File: src/mtc_regs.vh
// Register offsets, field positions and reset values of the MAC timer config block
// Behaviour
// RQ1: Compare event sets flag bit 7 of timer_config.
// RQ2: Period event sets flag bit 6 of timer_config.
// RQ3: Overflow-count compare event sets flag bit 5 of timer_config.
// RQ4: Flags clear only when written zero; writing one keeps them.
// RQ5: Software always writes zero to reserved bit 2.
// RQ6: Bit 3 picks compared timer byte: zero high byte, one low byte.
// RQ7: Bit 1 resets to one; one aligns start/stop to slow edge and reloads.
// RQ8: Writing run bit zero stops timer, one starts it.
// RQ9: Reading run bit returns actual running state.
// RQ10: With alignment, run status changes only when aligned start/stop happens.
// RQ11: High value read returns high byte latched at last low value read.
// RQ12: High value write while running loads delta; counting halts that many cycles.
// RQ13: Delta low byte comes from last value written to low register.
// RQ14: High value write while idle loads byte into timer high byte.
// RQ15: Low register write takes effect only when high register is written.
// RQ16: Delta counter decrements at timer rate, stops at zero until rewritten.
// RQ17: Flags set regardless of mask; interrupt only when mask bit is one.
// RQ18: Bit 4 reads zero; writes to it have no effect.
`ifndef MTC_REGS_VH
`define MTC_REGS_VH

`define MTC_ADDR_VALUE_LOW   8'hA6
`define MTC_ADDR_VALUE_HIGH  8'hA7
`define MTC_ADDR_CONFIG      8'hC3
`define MTC_ADDR_COMPARE     8'h94

`define MTC_BIT_CMP_FLAG     7
`define MTC_BIT_PER_FLAG     6
`define MTC_BIT_OFC_FLAG     5
`define MTC_BIT_UNUSED       4
`define MTC_BIT_BYTE_SEL     3
`define MTC_BIT_RESERVED     2
`define MTC_BIT_SYNC         1
`define MTC_BIT_RUN          0

`define MTC_CONFIG_RESET     8'h02
`define MTC_VALUE_RESET      8'h00
`define MTC_PERIOD_RESET     16'h0000

`endif

File: src/mtc_flag.v
// One sticky event flag, set by hardware, cleared by writing zero
`timescale 1ns/10ps
module mtc_flag (
    input  wire clk_sys,
    input  wire nrst,
    input  wire set_event,
    input  wire wr_en,
    input  wire wr_bit,
    output reg  flag
);
    // Set wins over a same-cycle clear so no event is lost
    always @(posedge clk_sys or negedge nrst) begin
        if (!nrst) begin
            flag <= 1'b0;
        end else if (set_event) begin
            flag <= 1'b1;
        end else if (wr_en && !wr_bit) begin
            flag <= 1'b0; // RQ4
        end
    end
endmodule

File: src/mtc_sync_edge.v
// Rising-edge detect of the slow 32.768 kHz tick after two-stage synchronisation
`timescale 1ns/10ps
module mtc_sync_edge (
    input  wire clk_sys,
    input  wire nrst,
    input  wire slow_clk,
    output wire slow_rise
);
    reg meta;
    reg stable;
    reg last;

    // First stage feeds only the second stage
    always @(posedge clk_sys or negedge nrst) begin
        if (!nrst) begin
            meta   <= 1'b0;
            stable <= 1'b0;
            last   <= 1'b0;
        end else begin
            meta   <= slow_clk;
            stable <= meta;
            last   <= stable;
        end
    end

    assign slow_rise = stable & ~last;
endmodule

File: src/mtc_top.v
// MAC timer configuration, run control and timer value access logic
`timescale 1ns/10ps
`include "mtc_regs.vh"
module mtc_top (
    input  wire       clk_sys,
    input  wire       nrst,
    input  wire [7:0] sfr_addr,
    input  wire       sfr_wr,
    input  wire       sfr_rd,
    input  wire [7:0] sfr_wdata,
    output reg  [7:0] sfr_rdata,
    input  wire       slow_clk,
    input  wire [15:0] period,
    input  wire       ovf_cmp_event,
    input  wire       reload_valid,
    input  wire [15:0] reload_value,
    input  wire [2:0] irq_mask,
    output wire       irq,
    output reg  [15:0] timer_count,
    output wire       timer_running,
    output wire       compare_pulse,
    output wire       period_pulse
);
    ////////////////////////////////////////////////////////////////////////
    // Run states
    localparam [2:0] ST_IDLE     = 3'b001;
    localparam [2:0] ST_RUN      = 3'b010;
    localparam [2:0] ST_RELOAD   = 3'b100;

    reg  [2:0]  state;
    reg  [2:0]  next_state;
    reg         run_request;
    reg         byte_sel;
    reg         reserved_bit;
    reg         sync_en;
    reg  [7:0]  compare_value;
    reg  [7:0]  low_written;
    reg  [7:0]  high_latched;
    reg  [15:0] delta_count;
    reg         cmp_match_last;
    wire        slow_rise;
    wire        cmp_flag;
    wire        per_flag;
    wire        ofc_flag;
    wire        cfg_wr;
    wire        low_rd;
    wire        high_wr;
    wire        cmp_wr;
    wire        low_wr;
    wire        counting;
    wire        at_top;
    wire        cmp_match;
    wire [7:0]  cmp_source;
    wire [7:0]  config_read;

    assign cfg_wr  = sfr_wr && (sfr_addr == `MTC_ADDR_CONFIG);
    assign high_wr = sfr_wr && (sfr_addr == `MTC_ADDR_VALUE_HIGH);
    assign low_wr  = sfr_wr && (sfr_addr == `MTC_ADDR_VALUE_LOW);
    assign cmp_wr  = sfr_wr && (sfr_addr == `MTC_ADDR_COMPARE);
    assign low_rd  = sfr_rd && (sfr_addr == `MTC_ADDR_VALUE_LOW);

    ////////////////////////////////////////////////////////////////////////
    // Slow edge detection
    mtc_sync_edge u_edge (
        .clk_sys   (clk_sys),
        .nrst      (nrst),
        .slow_clk  (slow_clk),
        .slow_rise (slow_rise)
    );

    ////////////////////////////////////////////////////////////////////////
    // Control bits; bit 4 has no storage, bit 2 kept as written
    always @(posedge clk_sys or negedge nrst) begin
        if (!nrst) begin
            run_request   <= 1'b0;
            byte_sel      <= 1'b0;
            reserved_bit  <= 1'b0;
            sync_en       <= 1'b1; // RQ7
            compare_value <= `MTC_VALUE_RESET;
        end else begin
            if (cfg_wr) begin
                run_request  <= sfr_wdata[`MTC_BIT_RUN]; // RQ8
                byte_sel     <= sfr_wdata[`MTC_BIT_BYTE_SEL]; // RQ6
                reserved_bit <= sfr_wdata[`MTC_BIT_RESERVED]; // RQ5
                sync_en      <= sfr_wdata[`MTC_BIT_SYNC]; // RQ7
            end
            if (cmp_wr) begin
                compare_value <= sfr_wdata;
            end
        end
    end

    ////////////////////////////////////////////////////////////////////////
    // Run state machine: immediate or aligned to slow edge
    always @* begin
        next_state = state;
        case (state)
            ST_IDLE: begin
                if (run_request && (!sync_en || slow_rise)) begin
                    next_state = sync_en ? ST_RELOAD : ST_RUN; // RQ7 RQ10
                end
            end
            ST_RELOAD: begin
                // Waits for the reload arithmetic outside this block
                if (!run_request) begin
                    next_state = ST_IDLE;
                end else if (reload_valid) begin
                    next_state = ST_RUN;
                end
            end
            ST_RUN: begin
                if (!run_request && (!sync_en || slow_rise)) begin
                    next_state = ST_IDLE; // RQ8 RQ10
                end
            end
            default: begin
                next_state = ST_IDLE;
            end
        endcase
    end

    always @(posedge clk_sys or negedge nrst) begin
        if (!nrst) begin
            state <= ST_IDLE;
        end else begin
            state <= next_state;
        end
    end

    assign timer_running = (state == ST_RUN); // RQ9

    ////////////////////////////////////////////////////////////////////////
    // Delta halt counter and the 16-bit count
    assign counting = timer_running && (delta_count == 16'h0000);
    assign at_top   = (timer_count >= period) && (period != `MTC_PERIOD_RESET);

    // Low byte held until the high byte write commits it
    always @(posedge clk_sys or negedge nrst) begin
        if (!nrst) begin
            low_written <= `MTC_VALUE_RESET;
        end else if (low_wr) begin
            low_written <= sfr_wdata; // RQ15
        end
    end

    always @(posedge clk_sys or negedge nrst) begin
        if (!nrst) begin
            delta_count <= 16'h0000;
        end else if (high_wr && timer_running) begin
            delta_count <= {sfr_wdata, low_written}; // RQ12 RQ13
        end else if (timer_running && (delta_count != 16'h0000)) begin
            delta_count <= delta_count - 16'h0001; // RQ16
        end
    end

    // Halted cycles are simply not counted, stretching the period
    always @(posedge clk_sys or negedge nrst) begin
        if (!nrst) begin
            timer_count <= 16'h0000;
        end else if (state == ST_RELOAD && reload_valid) begin
            timer_count <= reload_value; // RQ7
        end else if (high_wr && !timer_running) begin
            timer_count <= {sfr_wdata, low_written}; // RQ14 RQ15
        end else if (counting) begin
            if (at_top) begin
                timer_count <= 16'h0000;
            end else begin
                timer_count <= timer_count + 16'h0001;
            end
        end
    end

    ////////////////////////////////////////////////////////////////////////
    // Compare on the selected byte; event on entry into match
    assign cmp_source = byte_sel ? timer_count[7:0] : timer_count[15:8]; // RQ6
    assign cmp_match  = timer_running && (cmp_source == compare_value);

    always @(posedge clk_sys or negedge nrst) begin
        if (!nrst) begin
            cmp_match_last <= 1'b0;
        end else begin
            cmp_match_last <= cmp_match;
        end
    end

    assign compare_pulse = cmp_match && !cmp_match_last;
    assign period_pulse  = counting && at_top;

    ////////////////////////////////////////////////////////////////////////
    // Sticky flags
    mtc_flag u_cmp_flag (
        .clk_sys   (clk_sys),
        .nrst      (nrst),
        .set_event (compare_pulse), // RQ1
        .wr_en     (cfg_wr),
        .wr_bit    (sfr_wdata[`MTC_BIT_CMP_FLAG]),
        .flag      (cmp_flag)
    );

    mtc_flag u_per_flag (
        .clk_sys   (clk_sys),
        .nrst      (nrst),
        .set_event (period_pulse), // RQ2
        .wr_en     (cfg_wr),
        .wr_bit    (sfr_wdata[`MTC_BIT_PER_FLAG]),
        .flag      (per_flag)
    );

    mtc_flag u_ofc_flag (
        .clk_sys   (clk_sys),
        .nrst      (nrst),
        .set_event (ovf_cmp_event), // RQ3
        .wr_en     (cfg_wr),
        .wr_bit    (sfr_wdata[`MTC_BIT_OFC_FLAG]),
        .flag      (ofc_flag)
    );

    // Mask gates the request only, never the flag
    assign irq = (cmp_flag & irq_mask[2]) | (per_flag & irq_mask[1]) | (ofc_flag & irq_mask[0]); // RQ17

    ////////////////////////////////////////////////////////////////////////
    // Read path; high byte captured when low byte is read
    always @(posedge clk_sys or negedge nrst) begin
        if (!nrst) begin
            high_latched <= `MTC_VALUE_RESET;
        end else if (low_rd) begin
            high_latched <= timer_count[15:8]; // RQ11
        end
    end

    assign config_read = {cmp_flag, per_flag, ofc_flag, 1'b0, byte_sel, reserved_bit, sync_en,
                          timer_running}; // RQ18 RQ9

    always @(posedge clk_sys or negedge nrst) begin
        if (!nrst) begin
            sfr_rdata <= 8'h00;
        end else if (sfr_rd) begin
            case (sfr_addr)
                `MTC_ADDR_CONFIG:     sfr_rdata <= config_read;
                `MTC_ADDR_VALUE_LOW:  sfr_rdata <= timer_count[7:0];
                `MTC_ADDR_VALUE_HIGH: sfr_rdata <= high_latched; // RQ11
                `MTC_ADDR_COMPARE:    sfr_rdata <= compare_value;
                default:              sfr_rdata <= 8'h00;
            endcase
        end
    end
endmodule

File: config.mk
export PLATFORM = sky130hd
export DESIGN_NAME = mtc_top
export DESIGN_NICKNAME = d
export VERILOG_FILES = /design/src/mtc_flag.v /design/src/mtc_sync_edge.v /design/src/mtc_top.v
export VERILOG_INCLUDE_DIRS = /design/src /design/src/src
export SDC_FILE = /design/constraint.sdc
export NUM_CORES = 1
export LEC_CHECK = 0
export ABC_AREA = 1
export BUFFER_PORTS_ARGS = -buffer_cell sky130_fd_sc_hd__buf_2
export CAP_MARGIN = 40
export CORE_MARGIN = 5
export CORE_UTILIZATION = 42
export CTS_CLUSTER_DIAMETER = 50
export DETAILED_ROUTE_END_ITERATION = 10
export PLACE_DENSITY = 0.6
export SLEW_MARGIN = 40
export SYNTH_ARGS = -nofsm -noshare
export SYNTH_HDL_FRONTEND = slang
export SYNTH_SLANG_ARGS = --single-unit
File: constraint.sdc
create_clock -name clk_sys -period 3.41 [get_ports clk_sys]
set_input_delay 0.682 -clock clk_sys [delete_from_list [all_inputs] [get_ports clk_sys]]
set_output_delay 0.682 -clock clk_sys [all_outputs]
set_load 0.01 [all_outputs]
# After elaboration in Yosys (flattened, before gate mapping)

Index checks and enable logic that the tools add are counted.
Widths: inputs -> output; s select.

Bits in registers: 78
Input bits: 58
Output and inout bits: 28

Reduce and logical (&&, ||, !) cells: 36
Equal/unequal tests: 11
Multiplexer cells: 20
Add/sub/neg operators: 2
Order comparisons: 1
Bitwise logic cells: 7

Operators by type and width:

| operator              | number |
|---|---|
| $mux 16               | 6 |
| $eq 8x8->1 const B    | 4 |
| $pmux 8 s4            | 1 |
| $reduce_bool 16->1    | 2 |
| $logic_and 1x1->1     | 19 |
| $add 16x1->16 const B | 1 |
| $ge 16x16->1          | 1 |
| $logic_not 16->1      | 1 |
| $sub 16x1->16 const B | 1 |
| $mux 3                | 5 |
| $pmux 3 s3            | 1 |
| $eq 8x8->1            | 1 |
| $mux 8                | 1 |
| $reduce_bool 2->1     | 4 |
| $logic_not 1->1       | 7 |
| $mux 1                | 6 |
| $and 1x1->1           | 4 |
| $eq 3x1->1 const B    | 1 |
| $eq 3x2->1 const B    | 1 |
| $eq 3x3->1 const B    | 1 |
| $ne 3x3->1 const B    | 1 |
| $reduce_and 3->1      | 1 |
| $reduce_bool 3->1     | 1 |
| $ne 2x1->1 const B    | 1 |
| other kinds (4)       | 5 |

# Depth between registers and ports, before layout

Gate-level depths: netlist of run 1.

Word-level depth: 6
Gate-level depth with buffers: 17
Depth with buffers taken out: 16

# Hierarchy

A second synthesis of run 1 with hierarchy kept.

Cell total of the unflattened synthesis: 730
Area, all modules: 5231.3 um^2

Modules (own cells, without submodules):

| module        | instances | cells an instance | seq. area each (um^2) | area an instance (um^2) |
|---|---|---|---|---|
| mtc_top       | 1         | 707               | 1804.2                | 5014.8 |
| mtc_flag      | 3         | 6                 | 25.0                  | 43.8 |
| mtc_sync_edge | 1         | 5                 | 75.1                  | 85.1 |

# Worst setup path after synthesis of run 1

No wires, ideal clock.

Kind: input port to output port
From: input port period[7]
To: output port period_pulse
Required time: 2728 ps
Path slack: 829 ps
Path buffers: 1
Cell stages on the path: 13
Arrival: 1899 ps
Cells stage by stage: inv_1 ha_1 nand2_1 inv_1 nand2_1 nor2_1 nor2_1 nand2_1 nand2_1 nand2_1 nand2_1 buf_2 nor2_1

Cells in the longest elaborated chain, start to end: 3
Elaborated cells between the ends (all ways): 4

Ends and longest elaborated chain:

| element                                                   | RTL line      | text |
|---|---|---|
| start: declaration                                        | mtc_top.v:13  | `input wire [15:0] period,` |
| $ge 16x16->1 / $reduce_bool 16->1 (equally long branches) | -             |  |
| $logic_and 1x1->1 *                                       | mtc_top.v:135 | `` assign at_top = (timer_count >= period) && (period != `MTC_PERIOD_RESET); `` |
| $logic_and 1x1->1 *                                       | mtc_top.v:187 | `assign period_pulse = counting && at_top;` |
| end: declaration                                          | mtc_top.v:22  | `output wire period_pulse` |

Every way passes the cells marked *; elsewhere a longest branch is shown, timed or not.

# Final worst setup path of run 1

From: register timer_count[6]
To: output port compare_pulse

Cells in the longest elaborated chain, start to end: 4

Ends and longest elaborated chain:

| element                  | RTL line      | text |
|---|---|---|
| start: declaration       | mtc_top.v:19  | `output reg [15:0] timer_count,` |
| start signal: assignment | mtc_top.v:161 | `timer_count <= reload_value;` |
| start signal: assignment | mtc_top.v:163 | `timer_count <= {sfr_wdata, low_written};` |
| start signal: assignment | mtc_top.v:168 | `timer_count <= timer_count + 16'h0001;` |
| $mux 8                   | mtc_top.v:175 | `assign cmp_source = byte_sel ? timer_count[7:0] : timer_count[15:8];` |
| $eq 8x8->1               | mtc_top.v:176 | `assign cmp_match = timer_running && (cmp_source == compare_value);` |
| $logic_and 1x1->1        | mtc_top.v:176 |  |
| net cmp_match            | mtc_top.v:52  | `wire cmp_match;` |
| $logic_and 1x1->1        | mtc_top.v:186 | `assign compare_pulse = cmp_match && !cmp_match_last;` |
| end: declaration         | mtc_top.v:21  | `output wire compare_pulse,` |

The timed path passes the listed nets, and every way through them passes these cells.

==> impl_metrics.sql, run 1 <==
INSERT INTO impl_metrics (metric_group, metric, value, unit) VALUES
('synthesis', 'combinational_family_with_the_most_area_after_synthesis', 'simple AND/OR/NAND/NOR gates', ''),
('worst_setup_path', 'cp-start-kind', 'register', ''),
('worst_setup_path', 'crit_path_top_delay_cell', 'sky130_fd_sc_hd__dfrtp_1', ''),
('synthesis', 'number_of_enable_type_register_cells_in_the_synthesized_netlist', '0', ''),
('worst_setup_path', 'worstPathCellList', 'inv_1 > nand2_1 > o21ai_0 > a22o_1 > nor2_1 > nand3_1 > nor2_1 > nand2_1 > inv_1 > buf_2', ''),
('cts', 'cts_htree_levels', '3', ''),
('global_route', 'globalRouteTotalUtil', '0.220', ''),
('pwr', 'internal-power', '0.00197', 'W'),
('synthesis', 'synth_top_cells_by_count', 'sky130_fd_sc_hd__nand2_1, sky130_fd_sc_hd__inv_1, sky130_fd_sc_hd__dfrtp_1, sky130_fd_sc_hd__o21ai_0, sky130_fd_sc_hd__nor2_1', ''),
('detailed_routing', 'antenna_left', '0', ''),
('pwr', 'p_comb_frac', '0.280', ''),
('timing', 'setup_tns', '0', 'ns'),
('place', 'post_dp_cell_area', '5700', 'sq um'),
('detailed_routing', 'totalWireLength', '15400', 'microns'),
('synthesis', 'async_reset_ff_frac', '1.00', ''),
('die', 'num_rows', '40', ''),
('cts', 'number_of_clock_sinks_seen_by_cts', '78', ''),
('run_status', 'run_status', 'finished, final reports clean', ''),
('cts', 'cts.root.buffer_cell', 'sky130_fd_sc_hd__clkbuf_16', ''),
('synthesis', 'synth_area_per_cell', '7.15', 'sq um'),
('cts', 'clock_insertion_delay_worst_skew', '0.35', 'ns'),
('synthesis', 'post_synth_instance_area', '5130', 'sq um'),
('detailed_routing', 'avgRoutedWirePerCell', '16.2', 'microns'),
('synthesis', 'synth_xor_xnor_area_share', '0.0358', ''),
('pwr', 'share_clk_of_total_power', '0.324', ''),
('timing', 'transition_time_at_the_pin_with_the_least_slew_margin', '0.730', 'ns'),
('finish', 'multi_input_comb_area', '2660', 'sq um'),
('pwr', 'power.density_cell_area', '515', 'nW/um^2'),
('detailed_routing', 'detailroute.via_count', '5030', ''),
('die', 'die_boundary_height', '121', 'microns'),
('global_route', 'grt_max_degree', '79', ''),
('finish', 'num-nets-final', '878', ''),
('place', 'place_congestion', '0.900', ''),
('synthesis', 'yosysUniqueCellTypes', '41', ''),
('hold_path', 'timing.hold.worst.class', 'reg -> reg', ''),
('synthesis', 'synth_fp_nets', '794', ''),
('finish', 'area.growth.synth_to_final', '17.0', '%'),
('detailed_routing', 'via_per_inst', '5.27', ''),
('synthesis', 'yosys-mux-area-fraction', '0.00195', ''),
('synthesis', 'post-synth-top-count-cell', 'sky130_fd_sc_hd__nand2_1', ''),
('timing', 'final.period_utilization', '0.847', ''),
('global_route', 'gr-total-overflow', '0', ''),
('place', 'detailed_place_hpwl', '11600', 'microns'),
('finish', 'filler_cell_count', '1215', ''),
('timing', 'timing.final.setup_violations', '0', ''),
('run', 'cap_viol_max_count', '0', ''),
('worst_setup_path', 'critical_path_required', '2.73', 'ns'),
('place', 'io_buffer_count', '85', ''),
('synthesis', 'synth-adder-area-share', '0.0439', ''),
('finish', 'antenna_cells', '0', ''),
('detailed_routing', 'first_iter_violations', '357', ''),
('cts', 'cts_resized', '0', ''),
('worst_setup_path', 'timing_worst_setup_path_type', 'reg -> out', ''),
('die', 'dieWidth', '121', 'microns'),
('worst_setup_path', 'setup.worst_path.start', 'timer_count[6]', ''),
('finish', 'layout-drive-gt1-share', '0.176', ''),
('timing', 'timing_max_transition_violations_final', '0', ''),
('worst_setup_path', 'crit-reg2reg-launch', 'timer_count[7]', ''),
('die', 'boundary_pins', '86', ''),
('worst_setup_path', 'critical_path_buf_inv_count', '3', ''),
('finish', 'post-route-cell-area', '6010', 'sq um'),
('timing', 'rsz0062_at_grt', 'no', ''),
('worst_setup_path', 'crit_path_arrival_time', '2.21', 'ns'),
('global_route', 'antenna_violations_before_repair', '0', ''),
('global_route', 'first_global_vias', '5032', ''),
('cts', 'max-clock-path-buffers', '2', ''),
('cts', 'cts_tree', 'built', ''),
('hold_path', 'worstHoldStart', 'u_edge.meta', ''),
('cts', 'worst_setup_hold_path_clk_slew', '0.06', 'ns'),
('worst_setup_path', 'endpoint_kind', 'output pin', ''),
('synthesis', 'synth_area_leaders', 'sky130_fd_sc_hd__dfrtp_1, sky130_fd_sc_hd__nand2_1, sky130_fd_sc_hd__inv_1, sky130_fd_sc_hd__o21ai_0, sky130_fd_sc_hd__ha_1', '');
==> flip-flops by register name, summed over array words and instances (netlist names), 3 cells and up <==
register       flops
low_written        8
delta_count       16
sfr_rdata          8
high_latched       8
timer_count       16
state              3
compare_value      8
==> metrics by stage <==
step                       util  hold WS [ns]  instances  total power (W)  setup slack [ns]
after floorplan               -         0.331        718          0.00174             0.829
after global placement    0.474         0.342        938          0.00207             0.761
after detailed placement  0.474         0.336        938          0.00210             0.721
after CTS                 0.500         0.359        954          0.00311             0.514
after global routing      0.500         0.379        954          0.00329             0.333
final                     0.500         0.355        954          0.00309             0.520
==> worst reg2reg max path, delay by kind of cell (launching register included) <==
kind	cells	cell delay, ns
and+or+nand+nor	12	0.92
DFF	1	0.57
adders and majority gates	1	0.33
buffers and inverters	2	0.30
==> worst paths after layout <==
path | to | slack (ns) | cells after the start
worst max-delay path | compare_pulse | 0.52 | 10
min in group asynchronous | high_latched[4] | 0.37 | 1
max in group asynchronous | delta_count[9] | 2.53 | 1
worst min-delay path | u_edge.stable | 0.35 | 0
worst min register to register | u_edge.stable | 0.35 | 0
worst max register to register | timer_count[9] | 1.22 | 15
==> routing by layer <==
layer  global-route usage  share of wire
met4               0.0680          0.021
met1                0.274           0.43
met5                    0              0
met3               0.0547          0.060
met2                0.374           0.49
==> cell type report <==
type / count / area share
Multi-Input combinational cell: 512 / 0.443
Timing Repair Buffer: 91 / 0.0794
Tap cell: 147 / 0.0306
Clock buffer: 11 / 0.0421
Clock inverter: 5 / 0.00958
Sequential cell: 78 / 0.325
Inverter: 110 / 0.0696
==> cells in the final DEF, fill, tap and decap left out, types with 3 or more instances in the layout <==
| master | n |
|---|---|
| sky130_fd_sc_hd__inv_2 | 9 |
| sky130_fd_sc_hd__o221ai_1 | 5 |
| sky130_fd_sc_hd__o22ai_1 | 7 |
| sky130_fd_sc_hd__buf_4 | 6 |
| sky130_fd_sc_hd__nor2_4 | 3 |
| sky130_fd_sc_hd__nor4_1 | 5 |
| sky130_fd_sc_hd__xor2_1 | 20 |
| sky130_fd_sc_hd__a31oi_1 | 13 |
| sky130_fd_sc_hd__nand2_2 | 3 |
| sky130_fd_sc_hd__o21ai_2 | 10 |
| sky130_fd_sc_hd__clkbuf_16 | 9 |
| sky130_fd_sc_hd__nand3_1 | 39 |
| sky130_fd_sc_hd__o21ai_0 | 61 |
| sky130_fd_sc_hd__nor2_1 | 52 |
| sky130_fd_sc_hd__a21oi_1 | 18 |
| sky130_fd_sc_hd__inv_1 | 97 |
| sky130_fd_sc_hd__nand4_1 | 10 |
| sky130_fd_sc_hd__nand2_1 | 214 |
| sky130_fd_sc_hd__o2111ai_1 | 3 |
| sky130_fd_sc_hd__o211ai_1 | 6 |
| sky130_fd_sc_hd__nor3_1 | 10 |
| sky130_fd_sc_hd__dfrtp_1 | 76 |
| sky130_fd_sc_hd__buf_2 | 84 |
| sky130_fd_sc_hd__ha_1 | 18 |
==> cell families after synthesis <==
group           after synthesis
compound gates              128
flops                        78
mux                           1
simple gates                344
xor+xnor                     21
buf+inv                     128
fa+ha+maj                    18
==> power by group through the flow <==
stage / sequential, W / combinational [W] / clock, W
2_1_floorplan: 0.00119 / 0.000548 / 0
3_3_place_gp: 0.00123 / 0.000835 / 0
3_5_place_dp: 0.00124 / 0.000863 / 0
4_1_cts: 0.00122 / 0.000869 / 0.00102
5_1_grt: 0.00124 / 0.000983 / 0.00107
6_report: 0.00122 / 0.000866 / 0.00100
Power figures use the tool's default switching activity.
==> inputs of run 2 (changes only) <==
==> constraint.sdc (replaced) <==
create_clock -name clk_sys -period 2.7 [get_ports clk_sys]
set_input_delay 0.54 -clock clk_sys [delete_from_list [all_inputs] [get_ports clk_sys]]
set_output_delay 0.54 -clock clk_sys [all_outputs]
set_load 0.01 [all_outputs]
==> run 2 against run 1 <==
Effect of this change:
- utilization grew 0.53 points
- largest power group unchanged
- design area rose by 1.1%
- sequential cell count is the same
- sequential share of layout area is 0.24 points lower
- die area unchanged
- worst setup slack worse by 0.42 ns
- critical endpoint unchanged
- non-clock buffer count rose by 12
- cell count up 1.3%
- sequential power increased by 23%
- routed wire length up 1.1%
==> impl_metrics.sql, run 2 (synthesis results as in run 1) <==
INSERT INTO impl_metrics (metric_group, metric, value, unit) VALUES
('run_status', 'run_status', 'finished, final reports clean', ''),
('finish', 'largestRegisters', 'delta_count (16), timer_count (16)', ''),
('global_route', 'first_global_vias', '5034', ''),
('worst_setup_path', 'critical-path-top-delay-family', 'flip-flops', ''),
('finish', 'layout_commonest_cell', 'sky130_fd_sc_hd__nand2_1', ''),
('die', 'boundary_pins', '86', ''),
('timing', 'timing.max_slew.rel_slack', '0.643', ''),
('finish', 'fin_cells', '966', ''),
('worst_setup_path', 'critical_path_required', '2.16', 'ns'),
('detailed_routing', 'antenna_left', '0', ''),
('detailed_routing', 'drc', '0', ''),
('timing', 'timing_max_transition_violations_final', '0', ''),
('run', 'cap_viol_max_count', '0', ''),
('pwr', 'static_leakage', '3.25', 'nW'),
('detailed_routing', 'met3_wirelength', '960', 'microns'),
('cts', 'cts.root.buffer_cell', 'sky130_fd_sc_hd__clkbuf_16', ''),
('timing', 'fin_skew', '0.00756', 'ns'),
('cts', 'cts_hold_buf', '0', ''),
('timing', 'timing.final.setup_violations', '0', ''),
('cts', 'number_of_clock_sinks_seen_by_cts', '78', ''),
('detailed_routing', 'avgRoutedWirePerCell', '16.2', 'microns'),
('detailed_routing', 'detailedRoute.firstPassIterationCount', '5', ''),
('timing', 'setup_tns', '0', 'ns'),
('cts', 'clock_insertion_delay_worst_skew', '0.35', 'ns'),
('global_route', 'first_pass_grt_wire_length', '25200', 'microns'),
('timing', 'rsz0062_at_grt', 'no', ''),
('worst_setup_path', 'crit_cells', '8', ''),
('die', 'dieWidth', '121', 'microns'),
('worst_setup_path', 'crit_path_largest_cell_delay', '0.55', 'ns'),
('finish', 'layout-drive-gt1-share', '0.192', ''),
('worst_setup_path', 'critical_path_peak_fanout', '7', ''),
('finish', 'num-nets-final', '890', ''),
('die', 'floorplan.initialDensity', '0.427', ''),
('worst_setup_path', 'timing_worst_setup_path_type', 'reg -> out', ''),
('worst_setup_path', 'endpoint_kind', 'output pin', ''),
('worst_setup_path', 'cp-start-kind', 'register', ''),
('detailed_routing', 'top_signal_layer_used', 'met4', ''),
('cts', 'cts_tree', 'built', ''),
('worst_setup_path', 'r2r_cells', '10', ''),
('global_route', 'antenna_violations_before_repair', '0', ''),
('place', 'dpl_worst_slack', '0.314', 'ns'),
('cts', 'max-clock-path-buffers', '2', ''),
('detailed_routing', 'detailroute.via_count', '5123', ''),
('cts', 'cts_buffers', '9', ''),
('place', 'place_congestion', '0.968', ''),
('detailed_routing', 'via_per_inst', '5.30', ''),
('worst_setup_path', 'critical_path_buf_inv_count', '3', ''),
('place', 'io_buffer_count', '85', ''),
('timing', 'layout_setup_ws', '0.102', 'ns'),
('place', 'place.detailed.instances', '949', ''),
('worst_setup_path', 'crit_path_arrival_time', '2.06', 'ns'),
('die', 'die_area', '14500', 'sq um'),
('finish', 'commonest_non_fill_non_tap_cells_in_the_layout', 'sky130_fd_sc_hd__nand2_1, sky130_fd_sc_hd__inv_1, sky130_fd_sc_hd__buf_2', ''),
('detailed_routing', 'detail_route.wirelength.met1', '6900', 'microns'),
('worst_setup_path', 'ff2ff_setup_slack', '0.61', 'ns'),
('worst_setup_path', 'crit_path_frequent_cell', 'sky130_fd_sc_hd__inv_1', ''),
('global_route', 'globalRouteTotalUtil', '0.221', ''),
('place', 'detailed_place_hpwl', '12100', 'microns'),
('die', 'die_boundary_height', '121', 'microns'),
('finish', 'antenna_cells', '0', ''),
('timing', 'transition_time_at_the_pin_with_the_least_slew_margin', '0.536', 'ns'),
('die', 'num_rows', '40', ''),
('hold_path', 'timing.hold.worst.class', 'in -> async', ''),
('die', 'floorplan.core_area', '12000', 'sq um'),
('timing', 'final.period_utilization', '0.962', ''),
('worst_setup_path', 'crit_path_top_delay_cell', 'sky130_fd_sc_hd__dfrtp_1', ''),
('timing', 'max_clock_freq', '0.385', 'GHz'),
('global_route', 'gr-total-overflow', '0', ''),
('worst_setup_path', 'worstPathCellList', 'inv_1 > o21ai_0 > xor2_1 > o2111ai_1 > nor2_1 > nand2_1 > inv_1 > buf_2', ''),
('global_route', 'grt_max_degree', '38', ''),
('pwr', 'max-vdd-ir-drop', '0.415', 'mV'),
('cts', 'worst_setup_hold_path_clk_slew', '0.06', 'ns'),
('finish', 'area.growth.synth_to_final', '18.2', '%'),
('pwr', 'power.density_cell_area', '627', 'nW/um^2'),
('timing', 'finalWorstPathRequiredPeriod', '2.60', 'ns'),
('cts', 'cts_htree_levels', '3', ''),
('timing', 'holdWs', '0.177', 'ns'),
('detailed_routing', 'totalWireLength', '15600', 'microns'),
('detailed_routing', 'met2_wirelength', '7240', 'microns'),
('pwr', 'total_power', '0.00380', 'W'),
('timing', 'final_hold_viol_count', '0', ''),
('detailed_routing', 'first_iter_violations', '398', '');
==> run 2: changes by cell type in the layout (fill, tap and decap cells not counted), sizes merged <==
cell and delta:
inv +1, bufinv -1, clkinvlp +3, buf +12, clkinv -3
==> run 2: layer usage <==
layer / up-vias / global-route usage
met2: 156 / 0.349
met5: - / 0
met4: 0 / 0.0977
li1: 2528 / -
met1: 2399 / 0.292
met3: 40 / 0.0463
==> run 2: worst register-to-register path: cells and delay by family, from the launching register on <==
kind	cells	cell delay (ns)
and+or+nand+nor	5	0.94
DFF	1	0.41
AOI/OAI and AO/OA	1	0.17
buffers and inverters	4	0.51
==> run 2: power by group <==
part	total [W]	internal (W)	leakage, nW	switching, W
clock	0.00111	0.000624	0.122	0.000489
sequential	0.00150	0.00133	0.965	0.000174
combinational	0.00119	0.000441	2.16	0.000749
total	0.00380	0.00239	3.25	0.00141
==> run 2: layout make-up <==
class,count,area [sq um]
Clock buffer,11,233
Clock inverter,5,36.3
Fill cell,1174,5940
Inverter,110,418
Multi-Input combinational cell,512,2660
Sequential cell,78,1960
Tap cell,147,184
Timing Repair Buffer,103,576
==> run 2: final timing paths <==
path / start / end
min reg2reg: u_edge.meta / u_edge.stable
max reg2reg: state[2] / timer_count[4]
min: nrst / timer_count[8]
min in group clk_sys: slow_clk / u_edge.meta
max in group asynchronous: nrst / sync_en
max: timer_count[12] / compare_pulse
==> run 2: through the flow <==
stage,util,cell area (sq um)
final,0.505,6070
after global routing,0.505,6070
after CTS,0.504,6060
after detailed placement,0.482,5790
after global placement,0.482,5790
after floorplan,-,5130
==> run 2: timing repair <==
| action | 4_1_cts | 5_1_grt |
|---|---|---|
| setup buffers | 0 | 1 |
| gates resized for setup | 0 | 5 |
| endpoints found under the setup margin | 0 | 2 |
==> inputs of run 3 (changes only) <==
--- a/config.mk
+++ b/config.mk
@@ -7,7 +7,7 @@
 export NUM_CORES = 1
 export LEC_CHECK = 0
 export ABC_AREA = 1
-export BUFFER_PORTS_ARGS = -buffer_cell sky130_fd_sc_hd__buf_2
+export BUFFER_PORTS_ARGS = -buffer_cell sky130_fd_sc_hd__buf_4
 export CAP_MARGIN = 40
 export CORE_MARGIN = 5
 export CORE_UTILIZATION = 42
==> run 3 against run 2 <==
Effect of this change:
- first-iteration DRC count increased by 20%
- utilization up 1.9 points
- register-to-register slack worse by 0.09 ns
- critical endpoint is now period_pulse
- worst setup slack better by 0.032 ns
- die area did not move
- non-clock buffer count fell by 1
==> impl_metrics.sql, run 3 (synthesis results as in run 1) <==
INSERT INTO impl_metrics (metric_group, metric, value, unit) VALUES
('timing', 'setup_tns', '0', 'ns'),
('cts', 'worst_setup_hold_path_clk_slew', '0.06', 'ns'),
('detailed_routing', 'antenna_left', '0', ''),
('finish', 'layout_commonest_cell', 'sky130_fd_sc_hd__nand2_1', ''),
('global_route', 'first_global_vias', '5059', ''),
('global_route', 'antenna_violations_before_repair', '0', ''),
('finish', 'layout-drive-gt1-share', '0.193', ''),
('cts', 'number_of_clock_sinks_seen_by_cts', '78', ''),
('worst_setup_path', 'cp-start-kind', 'register', ''),
('worst_setup_path', 'critical_path_peak_fanout', '3', ''),
('die', 'die_boundary_height', '121', 'microns'),
('cts', 'cts_buffers', '9', ''),
('detailed_routing', 'detailedRoute.firstPassIterationCount', '6', ''),
('timing', 'timing.final.setup_violations', '0', ''),
('pwr', 'power.density_cell_area', '630', 'nW/um^2'),
('place', 'io_buffer_count', '85', ''),
('place', 'place_congestion', '0.973', ''),
('cts', 'post_cts_buffers', '0', ''),
('timing', 'rsz0062_at_grt', 'no', ''),
('finish', 'num-nets-final', '889', ''),
('cts', 'cts_hold_buf', '0', ''),
('die', 'floorplan.core_area', '12000', 'sq um'),
('finish', 'area.growth.synth_to_final', '22.8', '%'),
('detailed_routing', 'first_iter_violations', '479', ''),
('pwr', 'total_power', '0.00397', 'W'),
('cts', 'cts.root.buffer_cell', 'sky130_fd_sc_hd__clkbuf_16', ''),
('die', 'boundary_pins', '86', ''),
('timing', 'final.period_utilization', '0.950', ''),
('finish', 'antenna_cells', '0', ''),
('run_status', 'run_status', 'finished, final reports clean', ''),
('global_route', 'globalRouteTotalUtil', '0.225', ''),
('timing', 'max_clock_freq', '0.390', 'GHz'),
('global_route', 'gr-total-overflow', '0', ''),
('worst_setup_path', 'timing_worst_setup_path_type', 'reg -> out', ''),
('die', 'floorplan.initialDensity', '0.427', ''),
('cts', 'cts_tree', 'built', ''),
('timing', 'finalWorstPathRequiredPeriod', '2.57', 'ns'),
('pwr', 'max-vdd-ir-drop', '0.380', 'mV'),
('timing', 'timing_max_transition_violations_final', '0', ''),
('timing', 'fin_skew', '0.00831', 'ns'),
('detailed_routing', 'detailroute.via_count', '5157', ''),
('detailed_routing', 'avgRoutedWirePerCell', '16.5', 'microns'),
('finish', 'largestRegisters', 'delta_count (16), timer_count (16)', ''),
('pwr', 'static_leakage', '3.33', 'nW'),
('timing', 'timing.max_slew.rel_slack', '0.569', ''),
('cts', 'clock_insertion_delay_worst_skew', '0.34', 'ns'),
('detailed_routing', 'drc', '0', ''),
('detailed_routing', 'totalWireLength', '15900', 'microns'),
('die', 'die_area', '14500', 'sq um'),
('hold_path', 'timing.hold.worst.class', 'in -> async', ''),
('place', 'detailed_place_hpwl', '12400', 'microns'),
('finish', 'commonest_non_fill_non_tap_cells_in_the_layout', 'sky130_fd_sc_hd__nand2_1, sky130_fd_sc_hd__buf_4, sky130_fd_sc_hd__inv_1', ''),
('timing', 'final_hold_viol_count', '0', ''),
('timing', 'transition_time_at_the_pin_with_the_least_slew_margin', '0.647', 'ns'),
('worst_setup_path', 'ff2ff_setup_slack', '0.52', 'ns'),
('cts', 'max-clock-path-buffers', '2', ''),
('die', 'num_rows', '40', ''),
('worst_setup_path', 'crit_path_arrival_time', '2.03', 'ns'),
('worst_setup_path', 'endpoint_kind', 'output pin', ''),
('cts', 'cts_resized', '0', ''),
('detailed_routing', 'via_per_inst', '5.34', ''),
('cts', 'cts_htree_levels', '3', ''),
('worst_setup_path', 'critical_path_required', '2.16', 'ns'),
('die', 'dieWidth', '121', 'microns'),
('global_route', 'first_pass_grt_wire_length', '26200', 'microns'),
('run', 'cap_viol_max_count', '0', ''),
('global_route', 'grt_max_degree', '46', '');
[run 3: layout make-up]
cell class	instances	area [sq um]
Fill cell	1213	5710
Multi-Input combinational cell	512	2670
Sequential cell	78	1960
Timing Repair Buffer	102	778
Inverter	110	418
Clock buffer	10	239
Tap cell	147	184
Clock inverter	6	58.8
[run 3: final timing paths]
| path | start | to | depth (start not counted) |
|---|---|---|---|
| max in group asynchronous | nrst | state[0] | 2 |
| setup / recovery | timer_count[7] | period_pulse | 12 |
| hold / removal | nrst | high_latched[3] | 1 |
| min in group clk_sys | slow_clk | u_edge.meta | 1 |
| setup reg to reg | timer_count[7] | timer_count[4] | 15 |
| hold reg to reg | u_edge.meta | u_edge.stable | 0 |
[run 3: power breakdown]
part	switching [W]	internal [W]
combinational	0.000752	0.000490
clock	0.000483	0.000738
sequential	0.000182	0.00133
total	0.00142	0.00255
[run 3: per-stage QoR]
stage	setup slack [ns]	instance area [sq um]	utilization	cells	hold slack, ns
global route	0.0289	6300	0.525	965	0.276
detailed placement	0.294	6000	0.499	949	0.346
global placement	0.335	6000	0.499	949	0.346
floorplan	0.403	5130	-	718	0.244
finish	0.134	6300	0.525	965	0.231
CTS	0.0285	6290	0.524	965	0.249
[run 3: worst max-delay path, cell delays in order (launching register included)]
cell and delay, ns:
sky130_fd_sc_hd__dfrtp_2 0.46, sky130_fd_sc_hd__ha_1 0.31, sky130_fd_sc_hd__nand2_1 0.06, sky130_fd_sc_hd__inv_1 0.07, sky130_fd_sc_hd__nand2_1 0.06, sky130_fd_sc_hd__nor2_1 0.10
sky130_fd_sc_hd__nor2_1 0.05, sky130_fd_sc_hd__nand2_1 0.08, sky130_fd_sc_hd__nand2_1 0.05, sky130_fd_sc_hd__nand2_1 0.05, sky130_fd_sc_hd__nand2_1 0.13, sky130_fd_sc_hd__nor2_1 0.14
sky130_fd_sc_hd__buf_4 0.13
[run 3: metal layers]
layer  up-vias  track usage  part of all wire
met5         -            0                 0
met4         0       0.0574             0.022
met3        27       0.0351             0.049
met2       190        0.374              0.48
met1      2424        0.307              0.45
li1       2516            -                 -
